[src/verilog/pfc_pkg.sv]
package pfc_pkg;
    localparam int ADDR_W    = 13;
    localparam int DATA_W    = 14;
    localparam int IDX_W     = 5;
    localparam int ROW_WORDS = 32;
    localparam int ROW_W     = ADDR_W - IDX_W;
    localparam int AXI_AW    = 8;

    localparam logic [7:0] OFS_ADDR_LOW  = 8'h00;
    localparam logic [7:0] OFS_ADDR_HIGH = 8'h04;
    localparam logic [7:0] OFS_DATA_LOW  = 8'h08;
    localparam logic [7:0] OFS_DATA_HIGH = 8'h0C;
    localparam logic [7:0] OFS_CONTROL   = 8'h10;
    localparam logic [7:0] OFS_UNLOCK    = 8'h14;
    localparam logic [7:0] OFS_STATUS    = 8'h18;

    localparam int CTL_RD    = 0;
    localparam int CTL_WR    = 1;
    localparam int CTL_WRITE_ENABLE_BIT  = 2;
    localparam int CTL_ERASE = 4;
    localparam int CTL_LATCH = 5;
    localparam int STS_BUSY  = 0;
    localparam int STS_ARMED = 1;
    localparam int STS_HALT  = 2;
    localparam int STS_HIPWR = 3;

    localparam logic [7:0] UNLOCK_KEY1 = 8'h55;
    localparam logic [7:0] UNLOCK_KEY2 = 8'hAA;
    localparam logic       RST_BIT     = 1'b0;

    // lowest unprotected address per write-protect setting
    localparam logic [ADDR_W-1:0] WP_BOUND_ALL  = 13'h1000;
    localparam logic [ADDR_W-1:0] WP_BOUND_HALF = 13'h0800;
    localparam logic [ADDR_W-1:0] WP_BOUND_LOW  = 13'h0200;
    localparam logic [ADDR_W-1:0] WP_BOUND_NONE = 13'h0000;

    localparam int PROG_TIME_NS     = 2000000;
    localparam int CLK_PERIOD_NS    = 10;
    localparam int PROG_CYCLES_DFLT = PROG_TIME_NS / CLK_PERIOD_NS;

    localparam logic [1:0] RESP_OKAY   = 2'b00;
    localparam logic [1:0] RESP_SLVERR = 2'b10;

    typedef enum logic [2:0] {
        ST_IDLE, ST_RD1, ST_RD2, ST_SET1, ST_SET2, ST_ERASE, ST_PROG, ST_WAIT
    } pfc_state_e;

    typedef enum logic [1:0] {UL_IDLE, UL_KEY1, UL_ARMED} pfc_unlock_e;
endpackage

[src/verilog/pfc_flash_ctrl.sv]
// Design decisions made here: the AXI4-Lite interface to the registers and the register offsets.
`timescale 1ns/1ps
module pfc_flash_ctrl
    import pfc_pkg::*;
#(
    parameter int unsigned PROG_CYCLES = PROG_CYCLES_DFLT
) (
    input  wire logic              CORE_CLK_I,
    input  wire logic              RESETN_I,
    input  wire logic [AXI_AW-1:0] S_AXI_AWADDR_I,
    input  wire logic              S_AXI_AWVALID_I,
    output logic                   S_AXI_AWREADY_O,
    input  wire logic [31:0]       S_AXI_WDATA_I,
    input  wire logic [3:0]        S_AXI_WSTRB_I,
    input  wire logic              S_AXI_WVALID_I,
    output logic                   S_AXI_WREADY_O,
    output logic [1:0]             S_AXI_BRESP_O,
    output logic                   S_AXI_BVALID_O,
    input  wire logic              S_AXI_BREADY_I,
    input  wire logic [AXI_AW-1:0] S_AXI_ARADDR_I,
    input  wire logic              S_AXI_ARVALID_I,
    output logic                   S_AXI_ARREADY_O,
    output logic [31:0]            S_AXI_RDATA_O,
    output logic [1:0]             S_AXI_RRESP_O,
    output logic                   S_AXI_RVALID_O,
    input  wire logic              S_AXI_RREADY_I,
    output logic [ADDR_W-1:0]      PM_ADDR_O,
    output logic                   PM_RD_O,
    input  wire logic [DATA_W-1:0] PM_RDATA_I,
    output logic                   PM_WE_O,
    output logic [DATA_W-1:0]      PM_WDATA_O,
    output logic                   PM_ERASE_O,
    output logic                   NOP_FORCE_O,
    output logic                   CPU_HALT_O,
    output logic                   HIGH_POWER_O,
    input  wire logic [1:0]        WRITE_PROTECT_I,
    input  wire logic              CODE_PROTECT_I,
    input  wire logic              DEBUG_BREAK_I,
    output logic                   EXT_PROG_EN_O
);
    if (PROG_CYCLES < 2) begin : g_bad_cycles
        $error("PROG_CYCLES must be at least 2");
    end
    pfc_state_e         state;
    pfc_unlock_e        ulk;
    logic [3:0]         pin_s1, pin_s2;
    logic [1:0]         write_protect_setting;
    logic               code_protect_fuse, debugger_break;
    logic [4:0]         flash_addr_high;
    logic [7:0]         flash_addr_low;
    logic [5:0]         flash_data_high;
    logic [7:0]         flash_data_low;
    logic               rd_bit, wr_bit, write_enable_bit, erase_sel, latch_only_select;
    logic               op_latch, op_erase;
    logic [ROW_W-1:0]   row;
    logic [IDX_W-1:0]   idx;
    logic [31:0]        timer;
    logic [DATA_W-1:0]  row_buf [ROW_WORDS];
    logic [AXI_AW-1:0]  waddr;
    logic [31:0]        wdata;
    logic [3:0]         wstrb;
    logic [31:0]        next_rdata;
    logic [1:0]         next_rresp;
    logic [ADDR_W-1:0]  flash_addr_pair, wp_bound;
    logic               do_wr, wr_hit, wr_ctl, busy, start_wr, start_rd;
    // pins pass two flops before use
    always_ff @(posedge CORE_CLK_I) begin
        if (!RESETN_I) begin
            pin_s1 <= 4'h0;
            pin_s2 <= 4'h0;
        end else begin
            pin_s1 <= {DEBUG_BREAK_I, CODE_PROTECT_I, WRITE_PROTECT_I};
            pin_s2 <= pin_s1;
        end
    end
    assign write_protect_setting = pin_s2[1:0];
    assign code_protect_fuse     = pin_s2[2];
    assign debugger_break        = pin_s2[3];
    always_ff @(posedge CORE_CLK_I) begin
        if (!RESETN_I) begin
            EXT_PROG_EN_O <= RST_BIT;
        end else begin
            EXT_PROG_EN_O <= ~code_protect_fuse;
        end
    end
    // axi4-lite write path: address and data in either order
    assign do_wr  = ~S_AXI_AWREADY_O & ~S_AXI_WREADY_O & ~S_AXI_BVALID_O;
    assign wr_hit = do_wr & wstrb[0];
    assign wr_ctl = wr_hit & (waddr == OFS_CONTROL);
    always_ff @(posedge CORE_CLK_I) begin
        if (!RESETN_I) begin
            S_AXI_AWREADY_O <= 1'b1;
            S_AXI_WREADY_O  <= 1'b1;
            S_AXI_BVALID_O  <= 1'b0;
            S_AXI_BRESP_O   <= RESP_OKAY;
            waddr           <= '0;
            wdata           <= '0;
            wstrb           <= '0;
        end else begin
            if (S_AXI_AWREADY_O && S_AXI_AWVALID_I) begin
                S_AXI_AWREADY_O <= 1'b0;
                waddr           <= S_AXI_AWADDR_I;
            end
            if (S_AXI_WREADY_O && S_AXI_WVALID_I) begin
                S_AXI_WREADY_O <= 1'b0;
                wdata          <= S_AXI_WDATA_I;
                wstrb          <= S_AXI_WSTRB_I;
            end
            if (do_wr) begin
                S_AXI_BVALID_O <= 1'b1;
                S_AXI_BRESP_O  <= (waddr > OFS_STATUS || waddr[1:0] != 2'b00) ? RESP_SLVERR : RESP_OKAY;
            end
            if (S_AXI_BVALID_O && S_AXI_BREADY_I) begin
                S_AXI_BVALID_O  <= 1'b0;
                S_AXI_AWREADY_O <= 1'b1;
                S_AXI_WREADY_O  <= 1'b1;
            end
        end
    end
    always_comb begin
        next_rdata = 32'h0000_0000;
        next_rresp = RESP_OKAY;
        if (S_AXI_ARADDR_I == OFS_ADDR_LOW) begin
            next_rdata[7:0] = flash_addr_low;
        end else if (S_AXI_ARADDR_I == OFS_ADDR_HIGH) begin
            next_rdata[4:0] = flash_addr_high;
        end else if (S_AXI_ARADDR_I == OFS_DATA_LOW) begin
            next_rdata[7:0] = flash_data_low;
        end else if (S_AXI_ARADDR_I == OFS_DATA_HIGH) begin
            next_rdata[5:0] = flash_data_high;
        end else if (S_AXI_ARADDR_I == OFS_CONTROL) begin
            next_rdata[CTL_RD]    = rd_bit;
            next_rdata[CTL_WR]    = wr_bit;
            next_rdata[CTL_WRITE_ENABLE_BIT]  = write_enable_bit;
            next_rdata[CTL_ERASE] = erase_sel;
            next_rdata[CTL_LATCH] = latch_only_select;
        end else if (S_AXI_ARADDR_I == OFS_UNLOCK) begin
            next_rdata = 32'h0000_0000;
        end else if (S_AXI_ARADDR_I == OFS_STATUS) begin
            next_rdata[STS_BUSY]  = busy;
            next_rdata[STS_ARMED] = (ulk == UL_ARMED);
            next_rdata[STS_HALT]  = CPU_HALT_O;
            next_rdata[STS_HIPWR] = HIGH_POWER_O;
        end else begin
            next_rresp = RESP_SLVERR;
        end
    end
    always_ff @(posedge CORE_CLK_I) begin
        if (!RESETN_I) begin
            S_AXI_ARREADY_O <= 1'b1;
            S_AXI_RVALID_O  <= 1'b0;
            S_AXI_RDATA_O   <= 32'h0000_0000;
            S_AXI_RRESP_O   <= RESP_OKAY;
        end else if (S_AXI_ARREADY_O && S_AXI_ARVALID_I) begin
            S_AXI_ARREADY_O <= 1'b0;
            S_AXI_RVALID_O  <= 1'b1;
            S_AXI_RDATA_O   <= next_rdata;
            S_AXI_RRESP_O   <= next_rresp;
        end else if (S_AXI_RVALID_O && S_AXI_RREADY_I) begin
            S_AXI_RVALID_O  <= 1'b0;
            S_AXI_ARREADY_O <= 1'b1;
        end
    end
    assign flash_addr_pair = {flash_addr_high, flash_addr_low};
    assign busy            = (state != ST_IDLE);
    always_comb begin
        case (write_protect_setting)
            2'b00:   wp_bound = WP_BOUND_ALL;
            2'b01:   wp_bound = WP_BOUND_HALF;
            2'b10:   wp_bound = WP_BOUND_LOW;
            default: wp_bound = WP_BOUND_NONE;
        endcase
    end
    // write strobe honoured only straight after 55h, AAh, with write-enable; for write protection the upper 4K shadows the lower 4K
    assign start_wr = wr_ctl & wdata[CTL_WR] & ~busy & wdata[CTL_WRITE_ENABLE_BIT]
                    & (ulk == UL_ARMED) & ~debugger_break
                    & ({1'b0, flash_addr_pair[ADDR_W-2:0]} >= wp_bound);
    assign start_rd = wr_ctl & wdata[CTL_RD] & ~busy & ~start_wr;
    always_ff @(posedge CORE_CLK_I) begin
        if (!RESETN_I) begin
            ulk <= UL_IDLE;
        end else if (debugger_break) begin
            ulk <= UL_IDLE;
        end else if (do_wr) begin
            if (wr_hit && waddr == OFS_UNLOCK && wdata[7:0] == UNLOCK_KEY1) begin
                ulk <= UL_KEY1;
            end else if (wr_hit && waddr == OFS_UNLOCK && wdata[7:0] == UNLOCK_KEY2 && ulk == UL_KEY1) begin
                ulk <= UL_ARMED;
            end else begin
                ulk <= UL_IDLE;
            end
        end
    end
    always_ff @(posedge CORE_CLK_I) begin
        if (!RESETN_I) begin
            flash_addr_low  <= '0;
            flash_addr_high <= '0;
            flash_data_low  <= '0;
            flash_data_high <= '0;
        end else begin
            if (wr_hit && waddr == OFS_ADDR_LOW) begin
                flash_addr_low <= wdata[7:0];
            end
            if (wr_hit && waddr == OFS_ADDR_HIGH) begin
                flash_addr_high <= wdata[4:0];
            end
            if (state == ST_RD2) begin
                {flash_data_high, flash_data_low} <= PM_RDATA_I;
            end else begin
                if (wr_hit && waddr == OFS_DATA_LOW) begin
                    flash_data_low <= wdata[7:0];
                end
                if (wr_hit && waddr == OFS_DATA_HIGH) begin
                    flash_data_high <= wdata[5:0];
                end
            end
        end
    end
    // control bits; strobes cannot be cleared by software
    always_ff @(posedge CORE_CLK_I) begin
        if (!RESETN_I) begin
            rd_bit            <= RST_BIT;
            wr_bit            <= RST_BIT;
            write_enable_bit  <= RST_BIT;
            erase_sel         <= RST_BIT;
            latch_only_select <= RST_BIT;
        end else begin
            if (wr_ctl && !busy) begin
                write_enable_bit  <= wdata[CTL_WRITE_ENABLE_BIT];
                erase_sel         <= wdata[CTL_ERASE];
                latch_only_select <= wdata[CTL_LATCH];
            end
            if (start_rd) begin
                rd_bit <= 1'b1;
            end else if (state == ST_RD2) begin
                rd_bit <= 1'b0;
            end
            if (start_wr) begin
                wr_bit <= 1'b1;
            end else if ((state == ST_SET2 && op_latch) || (state == ST_WAIT && timer == PROG_CYCLES - 1)) begin
                wr_bit <= 1'b0;
            end
        end
    end
    // row buffer latches, indexed by low address bits so loads wrap
    always_ff @(posedge CORE_CLK_I) begin
        if (start_wr && !wdata[CTL_ERASE]) begin
            row_buf[flash_addr_low[IDX_W-1:0]] <= {flash_data_high, flash_data_low};
        end
    end
    always_ff @(posedge CORE_CLK_I) begin
        if (!RESETN_I) begin
            state        <= ST_IDLE;
            op_latch     <= RST_BIT;
            op_erase     <= RST_BIT;
            row          <= '0;
            idx          <= '0;
            timer        <= '0;
            PM_ADDR_O    <= '0;
            PM_RD_O      <= RST_BIT;
            PM_WE_O      <= RST_BIT;
            PM_WDATA_O   <= '0;
            PM_ERASE_O   <= RST_BIT;
            NOP_FORCE_O  <= RST_BIT;
            CPU_HALT_O   <= RST_BIT;
            HIGH_POWER_O <= RST_BIT;
        end else begin
            case (state)
                ST_IDLE: begin
                    if (start_wr) begin
                        state        <= ST_SET1;
                        op_latch     <= wdata[CTL_LATCH];
                        op_erase     <= wdata[CTL_ERASE];
                        row          <= flash_addr_pair[ADDR_W-1:IDX_W];
                        NOP_FORCE_O  <= 1'b1;
                        HIGH_POWER_O <= 1'b1;
                    end else if (start_rd) begin
                        state       <= ST_RD1;
                        PM_ADDR_O   <= flash_addr_pair;
                        PM_RD_O     <= 1'b1;
                        NOP_FORCE_O <= 1'b1;
                    end
                end
                ST_RD1: begin
                    PM_RD_O <= 1'b0;
                    state   <= ST_RD2;
                end
                ST_RD2: begin
                    NOP_FORCE_O <= 1'b0;
                    state       <= ST_IDLE;
                end
                ST_SET1: state <= ST_SET2;
                ST_SET2: begin
                    NOP_FORCE_O <= 1'b0;
                    if (op_latch) begin
                        state        <= ST_IDLE;
                        HIGH_POWER_O <= 1'b0;
                    end else if (op_erase) begin
                        state      <= ST_ERASE;
                        PM_ERASE_O <= 1'b1;
                        PM_ADDR_O  <= {row, {IDX_W{1'b0}}};
                        CPU_HALT_O <= 1'b1;
                    end else begin
                        state      <= ST_PROG;
                        idx        <= '0;
                        PM_WE_O    <= 1'b1;
                        PM_ADDR_O  <= {row, {IDX_W{1'b0}}};
                        PM_WDATA_O <= row_buf[0];
                        CPU_HALT_O <= 1'b1;
                    end
                end
                ST_ERASE: begin
                    PM_ERASE_O <= 1'b0;
                    timer      <= '0;
                    state      <= ST_WAIT;
                end
                ST_PROG: begin
                    if (idx == IDX_W'(ROW_WORDS - 1)) begin
                        PM_WE_O <= 1'b0;
                        timer   <= '0;
                        state   <= ST_WAIT;
                    end else begin
                        idx        <= idx + 1'b1;
                        PM_ADDR_O  <= {row, idx + 1'b1};
                        PM_WDATA_O <= row_buf[idx + 1'b1];
                    end
                end
                ST_WAIT: begin
                    if (timer == PROG_CYCLES - 1) begin
                        state        <= ST_IDLE;
                        CPU_HALT_O   <= 1'b0;
                        HIGH_POWER_O <= 1'b0;
                    end else begin
                        timer <= timer + 1'b1;
                    end
                end
                default: state <= ST_IDLE;
            endcase
        end
    end
endmodule // pfc_flash_ctrl

[config.mk]
export PLATFORM = sky130hd
export DESIGN_NAME = pfc_flash_ctrl
export DESIGN_NICKNAME = d
export VERILOG_FILES = /design/src/verilog/pfc_pkg.sv /design/src/verilog/pfc_flash_ctrl.sv
export SDC_FILE = /design/constraint.sdc
export NUM_CORES = 1
export LEC_CHECK = 0
export BUFFER_PORTS_ARGS = -buffer_cell sky130_fd_sc_hd__buf_4
export CAP_MARGIN = 20
export CORE_MARGIN = 2
export CORE_UTILIZATION = 35
export DETAILED_ROUTE_END_ITERATION = 7
export PLACE_DENSITY_LB_ADDON = 0.08
export SYNTH_ARGS = -nofsm -noshare
export SYNTH_HDL_FRONTEND = slang
export SYNTH_SLANG_ARGS = --single-unit
[constraint.sdc]
create_clock -name CORE_CLK_I -period 3.73 [get_ports CORE_CLK_I]
set_clock_uncertainty 0.05 [all_clocks]
set_input_delay 0.373 -clock CORE_CLK_I [delete_from_list [all_inputs] [get_ports CORE_CLK_I]]
set_output_delay 0.373 -clock CORE_CLK_I [all_outputs]
set_load 0.005 [all_outputs]
======== After elaboration in Yosys (flattened, before gate mapping) ========
Memories as Yosys holds them, arrays and structs flattened.
Index checks and enable logic that the tools add are counted.
word-level totals
  register bits ........................... 184
  bits in writable memories ............... 448
  output and inout port bits .............. 75
  word-level logic and storage cells ...... 241
  memories kept ........................... 1
memories
  name     depth  width  read ports  clocked after memory_dff  wr ports  RTL line              source
  row_buf  32     14     2           0                         1         pfc_flash_ctrl.sv:58  logic [DATA_W-1:0] row_buf [ROW_WORDS];
cells by class
  add/sub/neg operators ................... 2
  magnitude comparators ................... 2
  equal/unequal tests ..................... 38
  muxes and demuxes ....................... 85
  bitwise operators ....................... 21
  reduce and logical (&&, ||, !) cells .... 54
operator list
  kind                                                                number
  28-bit 2-to-1 mux                                                   5
  32-bit case mux with 3 select lines                                 1
  13-bit case mux with 3 select lines                                 2
  32-bit 2-to-1 mux                                                   2
  13-bit 2-to-1 mux                                                   4
  26-bit 2-to-1 mux                                                   2
  24-bit 2-to-1 mux                                                   2
  14-bit 2-to-1 mux                                                   3
  8-bit by 5-bit == test with 1-bit output (second input constant)    5
  32-bit by 1-bit adder with 32-bit output (second input constant)    1
  32-bit by 18-bit == test with 1-bit output (second input constant)  1
  8-bit by 4-bit == test with 1-bit output (second input constant)    4
  8-bit 2-to-1 mux                                                    4
  14-bit case mux with 2 select lines                                 1
  27-bit 2-to-1 mux                                                   1
  2-bit 2-to-1 mux                                                    12
  3-bit case mux with 8 select lines                                  1
  1-bit 2-to-1 mux                                                    23
  2-bit nonzero test                                                  11
  5-bit 2-to-1 mux                                                    4
  2-bit != test (second input constant)                               10
  3-bit 2-to-1 mux                                                    6
  6-bit 2-to-1 mux                                                    3
  1-bit logical AND                                                   17
  31 further kinds                                                    77

======== Logic depth before layout (Yosys ltp) ========
  depth after elaboration ................. 16
  depth in mapped cells ................... 10

======== Worst setup path after synthesis ========
OpenSTA, ideal clock, no wires.
  path kind ............................... reg-to-reg
  start ................................... reg pin_s2[1]
  end ..................................... mem row_buf[30][0] (enable)
  arrival time ............................ 2.680 ns
  required time ........................... 3.296 ns
  path slack .............................. 0.616 ns
  stages on the path, launching flop included .. 11
  buffers on the path ..................... 2
  clock period less this slack ............ 3.114 ns
  path through ............................ dfxtp_1 > nand2b_1 > ha_1 > nor4bb_1 > nand4_1 > a21oi_1 > and2_1 > buf_4 > buf_4 > nand3_1 > nor2_1
between the ends
  cells in the longest elaborated chain, start to end .. 7
  elaborated cells on any way between the ends .. 9
  those cells by class .................... order compare: 1; eq/ne: 2; mux: 3; bitwise: 1; reduce/logical: 2
ends and longest elaborated chain
  item                                                                RTL line               source
  from (decl)                                                         pfc_flash_ctrl.sv:46   logic [3:0] pin_s1, pin_s2;
  from (signal assigned)                                              pfc_flash_ctrl.sv:73   pin_s2 <= pin_s1;
  2-bit == test, or another cell as far along                         pfc_flash_ctrl.sv:167  case (write_protect_setting)
  13-bit case mux with 3 select lines (*)                             pfc_flash_ctrl.sv:167
  12-bit by 13-bit greater-or-equal comparator with 1-bit output (*)  pfc_flash_ctrl.sv:177  & ({1'b0, flash_addr_pair[ADDR_W-2:0]} >= wp_bound);
  1-bit AND (*)                                                       pfc_flash_ctrl.sv:177
  1-bit logical AND (*)                                               pfc_flash_ctrl.sv:247  if (start_wr && !wdata[CTL_ERASE]) begin
  1-bit 2-to-1 mux (*)                                                pfc_flash_ctrl.sv:247
  1-bit 2-to-1 mux (not written as such) (*)                          pfc_flash_ctrl.sv:248  row_buf[flash_addr_low[IDX_W-1:0]] <= {flash_data_high, flash_data_low};
  to (decl)                                                           pfc_flash_ctrl.sv:58
Every way passes the cells marked *; elsewhere a longest branch is shown, timed or not.

======== Worst setup path in the final report ========
  start ................................... reg pin_s2[1]
  end ..................................... mem row_buf[28][7] (enable)
The elaborated chain is that of the path after synthesis.

==> results.md <==
- Hpwl dp: 44000 um
- Filler instances: 6707
- Period utilization: 83.8%
- Max Clock Freq: 0.320 GHz
- YS warnings: 0
- Drt total wl: 70500 um
- Vias per cell: 5.18
- Average size of a mapped cell: 13.3 sq um
- HP Start: S_AXI_WDATA_I[4]
- Slew headroom: 34.9%
- Placed Cells: 2905
- Hold WC Path Type: input pin to flip-flop
- P_leak: 10.6 nW
- R2r startpoint: pin_s2[1]
- Clock transition at path regs: 0.06 ns
- Cell variety after synth: 69
- Critical path peak fanout: 14
- Synth Register Bits: 606
- RSZ-0062 raised after global routing: no
- Fin cells: 3061
- Layout cell share with drive strength beyond 1: 17.2%
- Core box area: 71100 sq um
- Asr flop ratio synth: 0%
- Fin nets: 2141
- Vias in the first global route: 15591
- Die width: 271 um
- Worst EP arrival: 3.35 ns
- Die Ht: 271 um
- Area Growth Syn to Fin: 18.4%
- Post-synthesis sequential area ratio: 66.4%
- Max Cap Viol: 0
- Initial DRT Pass Iterations: 5
- Tmin final: 3.12 ns
- Initial antenna violation count: 2
- Commonest non-fill, non-tap cells in the layout: edfxtp_1 (448), nand2_1 (286), buf_4 (188), dfxtp_1 (157), mux2i_1 (93)
- Number of remaining DRC errors: 0
- Largest net degree at the start of global routing: 52
- Io pins: 152
- Full die area: 73600 sq um
- H-tree Lvls: 3
- Final setup fails: 0
- Design Area, Final: 29600 sq um
- Post-synth EDFFs: 448
- Clock Sinks: 606
- First-pass GRT wire length: 104000 um
- Slew of the pin with the lowest slew margin: 0.974 ns
- Total Power: 0.0139 W
- Effective utilization at floorplan: 35.2%
- Worst VDD drop: 0.000366 V
- TritonCTS buffer count: 69
- Maximum clock insertion buffer count: 3
- Commonest non-fill, non-tap cell in the layout: edfxtp_1
- Largest cells by area after synthesis: edfxtp_1 (54%), dfxtp_1 (13%), mux4_2 (5.3%), nand2_1 (4.3%), mux2i_1 (3.7%)
- Vias: 15846
- Outcome: complete, no violations
- DR WL/cell: 23.0 um
- CP Launch Point: pin_s2[1]
- Area used by multi-input combinational logic: 7820 sq um
- Worst Setup End Kind: flip-flop
- Routed Antenna Nets: 0
- Max Slew Vio Count: 0
- Synthesized area: 25000 sq um
- Top cell type's share of synthesized area: 53.8%
- GP Congestion: 0.771
- Total grt overflow: 0
- Initial DRC count: 1131
- CTS root buffer: clkbuf_16
- CP Class: flip-flop to flip-flop
- PortBufs: 98
- Std cell rows: 98
- Pwr dens: 469 nW/um^2
- CP Launch Type: flip-flop
- Required time worst endpoint: 3.95 ns
- Setup TNS: 0 ns
- Predominant post-synthesis flop cell: edfxtp_1
- Dpl cell area: 27100 sq um
- Final Hold Vio Count: 0
- Total global routing track utilization: 19.1%
- CTS tree: yes
- Synth area leader: edfxtp_1
- Sequential cell area: 16600 sq um
- Final design utilization: 41.6%
- Clk Latency, worst-skew pair: 0.60 ns
- Synth Instances: 1881
-- layer usage --
| layer | part of all wire, % | track usage [%] | vias to the layer above |
|---|---|---|---|
| met5 | 0 | 0 | - |
| met4 | 1.6 | 4.54 | 0 |
| met3 | 4.0 | 2.97 | 77 |
| met2 | 50 | 32.5 | 338 |
| met1 | 45 | 25.5 | 8028 |
| li1 | - | - | 7403 |
-- cell families (layout without fill, tap and decap cells) --
family | Yosys count | in the layout | synth area share (%)
flip-flops | 606 | 606 | 66.4
AO/OA/AOI/OAI | 300 | 300 | 8.47
buffers and inverters | 154 | 357 | 2.90
XOR/XNOR | 15 | 15 | 0.525
AND/OR/NAND/NOR | 646 | 646 | 12.3
other | 1 | 28 | 0.0150
multiplexers | 154 | 154 | 9.12
adder cells (fa/ha/maj) | 5 | 5 | 0.250
-- final cells by class --
cell class                      instances  area share (%)
Inverter                               12           0.152
Multi-Input combinational cell       1146            26.4
Tap cell                              950            4.01
Sequential cell                       606            56.1
Antenna cell                            2          0.0169
Clock inverter                         30           0.917
Clock buffer                           91            6.29
Timing Repair Buffer                  224            6.08
-- critical path, cell delays in order, from the launching register on --
cell and delay [ns]:
dfxtp_1 0.32, nand2b_1 0.15, ha_1 0.29, nor4bb_1 0.30, nand4_1 0.13, a21oi_1 0.33, and2_1 0.30, nand3_1 0.40
nor2_1 0.24, buf_4 0.27
-- worst paths after layout --
path                         end  slack [ns]  cells after the start
setup reg to reg  row_buf[28][7]        0.61                      9
hold / removal          wdata[4]        0.04                      3
setup / recovery  row_buf[28][7]        0.61                      9
hold reg to reg    EXT_PROG_EN_O        0.36                      1
-- repair_timing --
action	CTS	global route
hold endpoints to repair	33	0
buffers inserted	0	0
resized for setup	0	0
hold buffers	33	0
-- flip-flops by register name, indices dropped and copies added, names as in the netlist, 2 cells and up --
register and count:
flash_data_high 6, flash_addr_low 8, waddr 8, state 3, PM_ADDR_O 13, flash_data_low 8, idx 5, timer 32
flash_addr_high 5, row_buf 448, S_AXI_RDATA_O 8, pin_s1 4, pin_s2 4, wdata 8, row 8, PM_WDATA_O 14
ulk 2
-- Yosys cell counts (all sizes together) (39+ instances only) --
cell type,count
mux4,59
dfxtp,158
a32o,39
nand2,286
edfxtp,448
nor2,91
o21ai,76
nand3,92
mux2i,93
clkbuf,79
nor2b,43
buf,63
a21oi,51
-- where the power goes --
group	total (W)	switching, W	internal [W]
Sequential	0.00719	0.0000283	0.00716
Clock	0.00648	0.00263	0.00385
Combinational	0.000213	0.000109	0.000104
Total	0.0139	0.00277	0.0111
-- metrics by stage --
step | setup slack [ns] | hold WS [ns]
floorplan | 0.616 | 0.317
global placement | 0.672 | 0.332
detailed placement | 0.614 | 0.330
CTS | 0.595 | 0.00680
global route | 0.262 | 0.0277
finish | 0.606 | 0.0411
Power figures use the tool's default switching activity.
